## config.mk

```make
export PLATFORM = sky130hd
export DESIGN_NAME = mppc_top
export DESIGN_NICKNAME = d
export VERILOG_FILES = /design/src/rtl/mppc_mdio.v /design/src/rtl/mppc_top.v
export VERILOG_INCLUDE_DIRS = /design/src /design/src/rtl
export SDC_FILE = /design/constraint.sdc
export NUM_CORES = 1
export LEC_CHECK = 0
export BUFFER_PORTS_ARGS = -buffer_cell sky130_fd_sc_hd__buf_2
export CAP_MARGIN = 10
export CORE_UTILIZATION = 55
export DETAILED_ROUTE_END_ITERATION = 8
export PLACE_DENSITY_LB_ADDON = 0.1
export REMOVE_ABC_BUFFERS = 1
export SYNTH_ARGS = -nofsm -noshare
export SYNTH_HDL_FRONTEND = slang
export SYNTH_SLANG_ARGS = --single-unit
export TNS_END_PERCENT = 30
```

## constraint.sdc

```tcl
create_clock -name I_CLK -period 3.3 [get_ports I_CLK]
set_input_delay 0.33 -clock I_CLK [delete_from_list [all_inputs] [get_ports I_CLK]]
set_output_delay 0.33 -clock I_CLK [all_outputs]
set_load 0.01 [all_outputs]
```

## src/rtl/mppc_defines.vh

```
// Register map, field positions, reset values and timing counts for the PHY management and pause block.
`ifndef MPPC_DEFINES_VH
`define MPPC_DEFINES_VH

// Register indices; the byte address on the bus is four times the index.
`define MPPC_IDX_ACCESS       6'h06
`define MPPC_IDX_DATA         6'h07
`define MPPC_IDX_FLOW         6'h08

`define MPPC_RST_ACCESS       32'h0000_0000
`define MPPC_RST_DATA         32'h0000_0000
`define MPPC_RST_FLOW         32'h0000_0000

`define MPPC_ACC_PHY_HI       15
`define MPPC_ACC_PHY_LO       11
`define MPPC_ACC_IDX_HI       10
`define MPPC_ACC_IDX_LO       6
`define MPPC_ACC_WR_BIT       1
`define MPPC_ACC_BUSY_BIT     0
`define MPPC_DATA_HI          15
`define MPPC_FLOW_PT_HI       31
`define MPPC_FLOW_PT_LO       16
`define MPPC_FLOW_PASS_BIT    2
`define MPPC_FLOW_EN_BIT      1
`define MPPC_FLOW_BUSY_BIT    0

`define MPPC_INT_PHY_ADDR     5'h01

// Times in ns, with cycle counts derived from the 20 ns clock period.
`define MPPC_CLK_NS           20
`define MPPC_SLOT_NS          5120
`define MPPC_SLOT_CYC         ((`MPPC_SLOT_NS + `MPPC_CLK_NS - 1) / `MPPC_CLK_NS)
`define MPPC_MDC_PERIOD_NS    400
`define MPPC_MDC_HALF_CYC     ((`MPPC_MDC_PERIOD_NS / 2 + `MPPC_CLK_NS - 1) / `MPPC_CLK_NS)

`endif

```

## src/rtl/mppc_mdio.v

```verilog
// Serial management frame engine: shifts out one 64-bit management frame per start pulse.
`include "mppc_defines.vh"

module mppc_mdio #(
   parameter HALF_CYC = `MPPC_MDC_HALF_CYC
)(
   input  wire        i_clk,
   input  wire        i_rst,
   input  wire        i_start,
   input  wire        i_wr,
   input  wire [4:0]  i_phy,
   input  wire [4:0]  i_reg,
   input  wire [15:0] i_wdata,
   input  wire        i_mdi,
   output reg         o_done,
   output reg  [15:0] o_rdata,
   output reg         o_mdc,
   output reg         o_mdo,
   output reg         o_mdo_oe
);

   reg        run_ff;
   reg        wr_ff;
   reg [63:0] sh_ff;
   reg [5:0]  bitn_ff;
   reg [15:0] div_ff;

   // Frame: preamble, start, opcode, PHY address, register, turnaround, data.
   wire [63:0] frame = {32'hFFFF_FFFF, 2'b01, (i_wr ? 2'b01 : 2'b10),
                        i_phy, i_reg, 2'b10, i_wdata};
   wire        tick  = (div_ff == HALF_CYC[15:0] - 16'h0001);

   always @(posedge i_clk)
   begin
      if (i_rst)
      begin
         run_ff   <= 1'b0;
         wr_ff    <= 1'b0;
         sh_ff    <= 64'h0000_0000_0000_0000;
         bitn_ff  <= 6'h00;
         div_ff   <= 16'h0000;
         o_done   <= 1'b0;
         o_rdata  <= 16'h0000;
         o_mdc    <= 1'b0;
         o_mdo    <= 1'b0;
         o_mdo_oe <= 1'b0;
      end
      else
      begin
         o_done <= 1'b0;
         if (!run_ff)
         begin
            div_ff <= 16'h0000;
            if (i_start)
            begin
               run_ff   <= 1'b1;
               wr_ff    <= i_wr;
               sh_ff    <= frame;
               bitn_ff  <= 6'h00;
               o_mdo    <= frame[63];
               o_mdo_oe <= 1'b1;
               o_mdc    <= 1'b0;
            end
         end
         else
         begin
            div_ff <= tick ? 16'h0000 : div_ff + 16'h0001;
            if (tick && !o_mdc)
            begin
               o_mdc <= 1'b1;
               // The PHY drives read data from bit 48 on; sampled on the rising edge.
               if (!wr_ff && bitn_ff >= 6'h30)
                  o_rdata <= {o_rdata[14:0], i_mdi};
            end
            else if (tick)
            begin
               o_mdc <= 1'b0;
               if (bitn_ff == 6'h3F)
               begin
                  run_ff   <= 1'b0;
                  o_done   <= 1'b1;
                  o_mdo    <= 1'b0;
                  o_mdo_oe <= 1'b0;
               end
               else
               begin
                  bitn_ff  <= bitn_ff + 6'h01;
                  sh_ff    <= {sh_ff[62:0], 1'b0};
                  o_mdo    <= sh_ff[62];
                  // Release the line at turnaround so the PHY can answer a read.
                  o_mdo_oe <= wr_ff || (bitn_ff < 6'h2D);
               end
            end
         end
      end
   end

endmodule

```

## src/rtl/mppc_top.v

```verilog
// PHY management access and pause flow control registers behind an AHB-Lite slave.
//
// The AHB-Lite slave port was chosen for this implementation.
`include "mppc_defines.vh"

module mppc_top #(
   parameter SLOT_CYC = `MPPC_SLOT_CYC,
   parameter MDC_HALF = `MPPC_MDC_HALF_CYC
)(
   input  wire        I_CLK,
   input  wire        I_SYS_RST,
   input  wire        I_HSEL,
   input  wire [31:0] I_HADDR,
   input  wire [1:0]  I_HTRANS,
   input  wire        I_HWRITE,
   input  wire [2:0]  I_HSIZE,
   input  wire [31:0] I_HWDATA,
   input  wire        I_HREADY,
   output reg         O_HREADYOUT,
   output reg  [31:0] O_HRDATA,
   output reg         O_HRESP,
   output reg         O_EXT_MDC,
   output reg         O_EXT_MDIO_O,
   output reg         O_EXT_MDIO_OE,
   input  wire        I_EXT_MDIO_I,
   output reg         O_INT_MDC,
   output reg         O_INT_MDIO_O,
   output reg         O_INT_MDIO_OE,
   input  wire        I_INT_MDIO_I,
   input  wire        I_FULL_DUPLEX,
   input  wire        I_TX_ENABLE,
   input  wire        I_FLOW_REQ,
   output reg         O_PAUSE_TX_REQ,
   output reg  [15:0] O_PAUSE_TIME,
   input  wire        I_PAUSE_TX_DONE,
   output reg         O_BACKPRESSURE,
   output reg         O_TX_HOLD,
   input  wire [7:0]  I_RX_DATA,
   input  wire        I_RX_DATA_VALID,
   input  wire        I_RX_STATUS_VALID,
   input  wire        I_RX_IS_PAUSE,
   input  wire [15:0] I_RX_PAUSE_QUANTA,
   input  wire        I_RX_ADDR_PASS,
   input  wire        I_PROMISCUOUS,
   output reg  [7:0]  O_RX_DATA,
   output reg         O_RX_DATA_VALID,
   output reg         O_RX_STATUS_VALID,
   output reg         O_RX_PACKET_FILTER
);

   localparam SEL_NONE = 2'd0;
   localparam SEL_ACC  = 2'd1;
   localparam SEL_DATA = 2'd2;
   localparam SEL_FLOW = 2'd3;
   localparam [31:0] RST_AC = `MPPC_RST_ACCESS, RST_DT = `MPPC_RST_DATA, RST_FL = `MPPC_RST_FLOW;
   // Bus side state.
   reg        wr_pend_ff;
   reg        rd_pend_ff;
   reg [1:0]  sel_ff;

   // Management access register and data register.
   reg [4:0]  phy_addr_ff;
   reg [4:0]  phy_reg_index_ff;
   reg        phy_write_select_ff;
   reg        phy_access_busy_ff;
   reg [15:0] phy_data_ff;
   reg        mdio_start_ff;
   reg        int_sel_ff;

   // Flow control register and state.
   reg [15:0] pause_time_value_ff;
   reg        pass_pause_frames_ff;
   reg        pause_ctrl_enable_ff;
   reg        flow_req_d_ff;
   reg [15:0] quanta_ff;
   reg [15:0] slot_cnt_ff;

   reg [15:0] nxt_quanta;
   reg [15:0] nxt_slot_cnt;
   reg        nxt_pause_tx;
   reg [31:0] nxt_rdata;

   wire        mdio_done;
   wire [15:0] mdio_rdata;
   wire        mdio_mdc;
   wire        mdio_mdo;
   wire        mdio_oe;

   wire addr_ph   = I_HSEL && I_HTRANS[1] && I_HREADY;
   wire busy_wr   = wr_pend_ff && (sel_ff == SEL_ACC || sel_ff == SEL_DATA);
   wire fd_active = pause_ctrl_enable_ff && I_FULL_DUPLEX;
   wire pause_seen = I_RX_STATUS_VALID && I_RX_IS_PAUSE && fd_active;
   wire pause_ctrl_busy = O_PAUSE_TX_REQ || O_BACKPRESSURE;

   // Decode of a word address to one of the three registers.
   function [1:0] reg_sel;
      input [31:0] addr;
      begin
         if (addr[31:8] != 24'h00_0000 || addr[1:0] != 2'b00)
            reg_sel = SEL_NONE;
         else if (addr[7:2] == `MPPC_IDX_ACCESS)
            reg_sel = SEL_ACC;
         else if (addr[7:2] == `MPPC_IDX_DATA)
            reg_sel = SEL_DATA;
         else if (addr[7:2] == `MPPC_IDX_FLOW)
            reg_sel = SEL_FLOW;
         else
            reg_sel = SEL_NONE;
      end
   endfunction

   mppc_mdio #(
      .HALF_CYC (MDC_HALF)
   ) u_mdio (
      .i_clk    (I_CLK),
      .i_rst    (I_SYS_RST),
      .i_start  (mdio_start_ff),
      .i_wr     (phy_write_select_ff),
      .i_phy    (phy_addr_ff),
      .i_reg    (phy_reg_index_ff),
      .i_wdata  (phy_data_ff),
      .i_mdi    (int_sel_ff ? I_INT_MDIO_I : I_EXT_MDIO_I),
      .o_done   (mdio_done),
      .o_rdata  (mdio_rdata),
      .o_mdc    (mdio_mdc),
      .o_mdo    (mdio_mdo),
      .o_mdo_oe (mdio_oe)
   );

   // Read mux; reserved bits come back as zero.
   always @*
   begin
      nxt_rdata = 32'h0000_0000;
      if (sel_ff == SEL_ACC)
      begin
         nxt_rdata[`MPPC_ACC_PHY_HI:`MPPC_ACC_PHY_LO] = phy_addr_ff;
         nxt_rdata[`MPPC_ACC_IDX_HI:`MPPC_ACC_IDX_LO] = phy_reg_index_ff;
         nxt_rdata[`MPPC_ACC_WR_BIT]                  = phy_write_select_ff;
         nxt_rdata[`MPPC_ACC_BUSY_BIT]                = phy_access_busy_ff;
      end
      else if (sel_ff == SEL_DATA)
         nxt_rdata[`MPPC_DATA_HI:0] = phy_data_ff;
      else if (sel_ff == SEL_FLOW)
      begin
         nxt_rdata[`MPPC_FLOW_PT_HI:`MPPC_FLOW_PT_LO] = pause_time_value_ff;
         nxt_rdata[`MPPC_FLOW_PASS_BIT]               = pass_pause_frames_ff;
         nxt_rdata[`MPPC_FLOW_EN_BIT]                 = pause_ctrl_enable_ff;
         nxt_rdata[`MPPC_FLOW_BUSY_BIT]               = pause_ctrl_busy;
      end
   end

   // Bus slave: writes finish with no wait state, reads insert one so the
   // data always reflects a write that ended just before.
   always @(posedge I_CLK)
   begin
      if (I_SYS_RST)
      begin
         wr_pend_ff  <= 1'b0;
         rd_pend_ff  <= 1'b0;
         sel_ff      <= SEL_NONE;
         O_HREADYOUT <= 1'b1;
         O_HRDATA    <= 32'h0000_0000;
         O_HRESP     <= 1'b0;
      end
      else
      begin
         O_HRESP    <= 1'b0;
         wr_pend_ff <= addr_ph && I_HWRITE;
         if (addr_ph)
            sel_ff <= reg_sel(I_HADDR);
         if (rd_pend_ff)
         begin
            rd_pend_ff  <= 1'b0;
            O_HREADYOUT <= 1'b1;
            O_HRDATA    <= nxt_rdata;
         end
         else if (addr_ph && !I_HWRITE)
         begin
            rd_pend_ff  <= 1'b1;
            O_HREADYOUT <= 1'b0;
         end
      end
   end

   // Management registers. Writes while an access runs are dropped so the
   // frame in flight keeps its address, index and data.
   always @(posedge I_CLK)
   begin
      if (I_SYS_RST)
      begin
         phy_addr_ff         <= RST_AC[`MPPC_ACC_PHY_HI:`MPPC_ACC_PHY_LO];
         phy_reg_index_ff    <= 5'h00;
         phy_write_select_ff <= 1'b0;
         phy_access_busy_ff  <= 1'b0;
         phy_data_ff         <= RST_DT[`MPPC_DATA_HI:0];
         mdio_start_ff       <= 1'b0;
         int_sel_ff          <= 1'b0;
      end
      else
      begin
         mdio_start_ff <= 1'b0;
         if (wr_pend_ff && sel_ff == SEL_ACC && !phy_access_busy_ff)
         begin
            phy_addr_ff         <= I_HWDATA[`MPPC_ACC_PHY_HI:`MPPC_ACC_PHY_LO];
            phy_reg_index_ff    <= I_HWDATA[`MPPC_ACC_IDX_HI:`MPPC_ACC_IDX_LO];
            phy_write_select_ff <= I_HWDATA[`MPPC_ACC_WR_BIT];
            int_sel_ff <= (I_HWDATA[`MPPC_ACC_PHY_HI:`MPPC_ACC_PHY_LO] == `MPPC_INT_PHY_ADDR);
            if (I_HWDATA[`MPPC_ACC_BUSY_BIT])
            begin
               phy_access_busy_ff <= 1'b1;
               mdio_start_ff      <= 1'b1;
            end
         end
         else if (mdio_done)
            phy_access_busy_ff <= 1'b0;
         if (wr_pend_ff && sel_ff == SEL_DATA && !phy_access_busy_ff)
            phy_data_ff <= I_HWDATA[`MPPC_DATA_HI:0];
         else if (mdio_done && !phy_write_select_ff)
            phy_data_ff <= mdio_rdata;
      end
   end

   // Only the selected end sees clock and data; the other stays quiet.
   always @(posedge I_CLK)
   begin
      if (I_SYS_RST)
      begin
         O_EXT_MDC     <= 1'b0;
         O_EXT_MDIO_O  <= 1'b0;
         O_EXT_MDIO_OE <= 1'b0;
         O_INT_MDC     <= 1'b0;
         O_INT_MDIO_O  <= 1'b0;
         O_INT_MDIO_OE <= 1'b0;
      end
      else
      begin
         O_INT_MDC     <= int_sel_ff && mdio_mdc;
         O_INT_MDIO_O  <= int_sel_ff && mdio_mdo;
         O_INT_MDIO_OE <= int_sel_ff && mdio_oe;
         O_EXT_MDC     <= !int_sel_ff && mdio_mdc;
         O_EXT_MDIO_O  <= !int_sel_ff && mdio_mdo;
         O_EXT_MDIO_OE <= !int_sel_ff && mdio_oe;
      end
   end

   // Received pause countdown: quanta times slot time, reloaded by each new
   // pause frame and dropped when pause handling is switched off.
   always @*
   begin
      nxt_quanta   = quanta_ff;
      nxt_slot_cnt = slot_cnt_ff;
      if (!fd_active)
      begin
         nxt_quanta   = 16'h0000;
         nxt_slot_cnt = 16'h0000;
      end
      else if (pause_seen)
      begin
         nxt_quanta   = I_RX_PAUSE_QUANTA;
         nxt_slot_cnt = SLOT_CYC[15:0] - 16'h0001;
      end
      else if (quanta_ff != 16'h0000)
      begin
         if (slot_cnt_ff == 16'h0000)
         begin
            nxt_quanta   = quanta_ff - 16'h0001;
            nxt_slot_cnt = SLOT_CYC[15:0] - 16'h0001;
         end
         else
            nxt_slot_cnt = slot_cnt_ff - 16'h0001;
      end
   end

   // A new request wins over a completion that lands in the same cycle.
   always @*
   begin
      nxt_pause_tx = O_PAUSE_TX_REQ;
      if (fd_active && I_TX_ENABLE && I_FLOW_REQ && !flow_req_d_ff)
         nxt_pause_tx = 1'b1;
      else if (I_PAUSE_TX_DONE || !I_TX_ENABLE || !fd_active)
         nxt_pause_tx = 1'b0;
   end

   // Flow control register, pause transmit and backpressure.
   always @(posedge I_CLK)
   begin
      if (I_SYS_RST)
      begin
         pause_time_value_ff  <= RST_FL[`MPPC_FLOW_PT_HI:`MPPC_FLOW_PT_LO];
         pass_pause_frames_ff <= 1'b0;
         pause_ctrl_enable_ff <= 1'b0;
         flow_req_d_ff        <= 1'b0;
         quanta_ff            <= 16'h0000;
         slot_cnt_ff          <= 16'h0000;
         O_PAUSE_TX_REQ       <= 1'b0;
         O_PAUSE_TIME         <= 16'h0000;
         O_BACKPRESSURE       <= 1'b0;
         O_TX_HOLD            <= 1'b0;
      end
      else
      begin
         // Writes are taken even while busy so software can always stop
         // backpressure; bit 0 is read-only and the write value is dropped.
         if (wr_pend_ff && sel_ff == SEL_FLOW)
         begin
            pause_time_value_ff  <= I_HWDATA[`MPPC_FLOW_PT_HI:`MPPC_FLOW_PT_LO];
            pass_pause_frames_ff <= I_HWDATA[`MPPC_FLOW_PASS_BIT];
            pause_ctrl_enable_ff <= I_HWDATA[`MPPC_FLOW_EN_BIT];
         end
         flow_req_d_ff  <= I_FLOW_REQ;
         quanta_ff      <= nxt_quanta;
         slot_cnt_ff    <= nxt_slot_cnt;
         O_PAUSE_TX_REQ <= nxt_pause_tx;
         if (nxt_pause_tx && !O_PAUSE_TX_REQ)
            O_PAUSE_TIME <= pause_time_value_ff;
         O_BACKPRESSURE <= pause_ctrl_enable_ff && !I_FULL_DUPLEX
                           && I_TX_ENABLE && I_FLOW_REQ;
         O_TX_HOLD      <= (nxt_quanta != 16'h0000);
      end
   end

   // Receive path: every frame's data passes; only the status is marked.
   always @(posedge I_CLK)
   begin
      if (I_SYS_RST)
      begin
         O_RX_DATA          <= 8'h00;
         O_RX_DATA_VALID    <= 1'b0;
         O_RX_STATUS_VALID  <= 1'b0;
         O_RX_PACKET_FILTER <= 1'b0;
      end
      else
      begin
         O_RX_DATA         <= I_RX_DATA;
         O_RX_DATA_VALID   <= I_RX_DATA_VALID;
         O_RX_STATUS_VALID <= I_RX_STATUS_VALID;
         if (I_RX_STATUS_VALID)
         begin
            if (I_PROMISCUOUS)
               O_RX_PACKET_FILTER <= 1'b1;
            else if (pause_seen)
               O_RX_PACKET_FILTER <= pass_pause_frames_ff;
            else
               O_RX_PACKET_FILTER <= I_RX_ADDR_PASS;
         end
      end
   end

endmodule

```

==> results.cfg <==
[status]
status = finished clean

[timing]
slew_headroom = 0.216
period_needed_ps = 2920
rsz0062_at_grt = false
clock_skew_ps = 16.2
max_freq_mhz = 343
post-route-period-util = 0.884
worst_slew_pin_slew_ps = 1170
setup_viol = 0
hold_violations = 0
drv_slew = 0

[setup_path]
cpMostUsedCell = or4_1
ff2ff_path_depth = 9
critPathKind = reg -> reg
critPathRequiredTime_ps = 3740
endpoint_kind = flop
slowest_stage = or4_1
cp_cell_sequence = inv_1 > ha_1 > nor3b_1 > and4_1 > or4_1 > or4_1 > a31oi_1 > o21ai_1 > a41oi_1
critPathBufInv = 1
r2r_start = quanta_ff[0]
r2r_end = O_TX_HOLD
cp_max_fo = 17
arrival_ps = 3360
max_stage_delay_ps = 720
cp_top_family = simple AND/OR/NAND/NOR gates
r2r_slack_ps = 380
worstSetupStartpointType = flop

[placed_design]
dp_hpwl_um = 16000
place.gp.congestion = 0.882
io_buffers = 173

[clock_tree]
clkTransAtPathRegs_ps = 60
cts_tree = done
cts.sinks = 261
insertion_delay_ps = 520
clockBufferDepth = 3
cts-root-buf = clkbuf_16
post_cts_buffers = 0
cts_made_buffers = 27
h-tree-depth = 1

[power]
power.density_nw_per_um2 = 505
vdd_drop_max_v = 0.000414
power_mw = 6.45
p_leak_nw = 4.90

[run]
cap_violations = 0

[hold_path]
worstHoldEndpoint = O_RX_DATA_VALID
hold_class = in -> reg
min_path_cells = 2
min_from = I_RX_DATA_VALID

[yosys]
ys_ff_latch = 261
synth_seq_area_share = 0.482
synth_top_cells_by_area = dfxtp_1 (48%), nor2_1 (7.2%), mux2i_1 (6.8%)
avgSynthCellArea_um2 = 8.80
synth_ff_type = dfxtp_1
synthArstFlopShare = 0
yosys.area.top_type = dfxtp_1
yosysTopAreaCellShare = 0.482
yosysUniqueCellTypes = 65
syn_inst = 1232
yosysWarnings = 0
synth_edf_count = 0
synth_area_um2 = 10800

[route]
drt-wirelength-per-cell_um = 14.9
drt-pass1-iter-count = 5
vias = 9076
drc_errors = 0
routed_via_density = 5.50
wl_um = 24600
ant_nets = 0
drtIter0Drc = 442

[global_route]
grt-ovfl-total = 0
antenna_found_initial = 0
grt.total_usage = 0.242
grt_max_degree = 169
grt_pass1_wl_um = 40600
grt_pass1_vias = 8334

[die]
io_pins = 179
dieArea_um2 = 20300
initial_core_util = 0.570
num_rows = 50
die_y_um = 142
die_w_um = 142
core_um2 = 19000

[finish]
final_common_cell = dfxtp_1
diodes = 0
drive_gt1_frac = 0.189
syn2layout_area_growth_pct = 17.7
layout.cells.most_common_list = dfxtp_1 (259), nor2_1 (207), buf_2 (172), nand2_1 (100), a21oi_1 (79)
nFillCells = 1631
fin_util = 0.671
layout.nets = 1485
==> stage by stage <==
stage / hold WS, ps / setup slack (ps) / cell area, um2 / std cells / setup TNS, ps
6_report: 21.9 / 382 / 12800 / 1649 / 0
4_1_cts: 2.44 / 402 / 12800 / 1649 / 0
2_1_floorplan: 399 / -2270 / 10500 / 1147 / -140930
3_5_place_dp: 451 / 417 / 11800 / 1599 / 0
5_1_grt: 9.11 / 174 / 12800 / 1649 / 0
3_3_place_gp: 442 / 452 / 11800 / 1599 / 0
==> cell families (layout without fill, tap and decap cells) <==
logic type,Yosys count,after routing,synth area share
compound gates,243,243,0.149
xor+xnor,29,29,0.0234
fa+ha+maj,7,7,0.00808
buf+inv,130,287,0.0520
flops,261,261,0.482
mux,76,76,0.0704
other cells,1,1,0.000346
simple gates,485,485,0.215
==> metal layers <==
layer / track usage / share of wire
met1: 0.334 / 0.48
met2: 0.400 / 0.46
met3: 0.0350 / 0.049
met4: 0.0509 / 0.017
met5: 0 / 0
==> cell usage after synthesis, types with 3 or more instances <==
library cell and count:
nor2b_1 37, mux2i_1 74, a311oi_1 34, o41ai_1 3
o31ai_1 4, a21oi_1 79, nor4_1 22, nand3_1 21
nand3b_1 3, nand2b_1 9, a22oi_1 13, o21ai_0 24
a211oi_1 58, or4_2 3, a31o_2 4, clkbuf_1 60
nor3b_1 10, nor3_1 17, o22ai_1 3, a31oi_1 6
nor4b_1 3, clkbuf_8 3, or2_2 5, buf_2 13
ha_1 7, buf_1 3, and2_1 4, buf_4 4
or3_1 8, nand2_1 100, nor2_1 207, nand4_1 8
dfxtp_1 261, or4_1 8, xor2_1 13, xnor2_1 16
and3_1 7, inv_1 45
==> where the power goes <==
| group | switching, mW | internal, mW |
|---|---|---|
| logic | 0.100 | 0.0737 |
| clock network | 1.20 | 1.91 |
| registers | 0.00365 | 3.16 |
==> sequential cells by signal (all words and copies together), names as in the netlist, 2 cells and up <==
register and count:
u_mdio.o_rdata 16, sel_ff 2, quanta_ff 16, u_mdio.bitn_ff 6
pause_time_value_ff 16, O_PAUSE_TIME 16, phy_addr_ff 5, O_RX_DATA 8
u_mdio.sh_ff 63, O_HRDATA 32, slot_cnt_ff 16, phy_reg_index_ff 5
u_mdio.div_ff 16, phy_data_ff 16
==> worst max path at each step <==
stage                        startpoint                 to  slack (ps)  cells after the start
after CTS                  quanta_ff[0]          O_TX_HOLD         400                      9
after global routing       quanta_ff[0]          O_TX_HOLD         170                      9
after global placement     quanta_ff[0]          O_TX_HOLD         450                      9
after floorplan           u_mdio.run_ff  u_mdio.bitn_ff[5]       -2270                      5
after detailed placement   quanta_ff[0]          O_TX_HOLD         420                      9
final                      quanta_ff[0]          O_TX_HOLD         380                      9
==> cell type report <==
class | count | area, um2 | area share
inverters | 45 | 169 | 0.0132
clock buffers | 41 | 808 | 0.0633
clock inverters | 8 | 118 | 0.00921
well taps | 260 | 325 | 0.0255
multi-input cells | 841 | 5070 | 0.397
repair buffers | 193 | 1050 | 0.0822
flip-flops and latches | 261 | 5230 | 0.410
==> what timing repair did <==
action	in CTS	in global routing
gates resized for setup	0	0
endpoints found under the hold margin	1	0
hold buffers	1	0
Note: power is estimated with default switching activity, not from simulation.
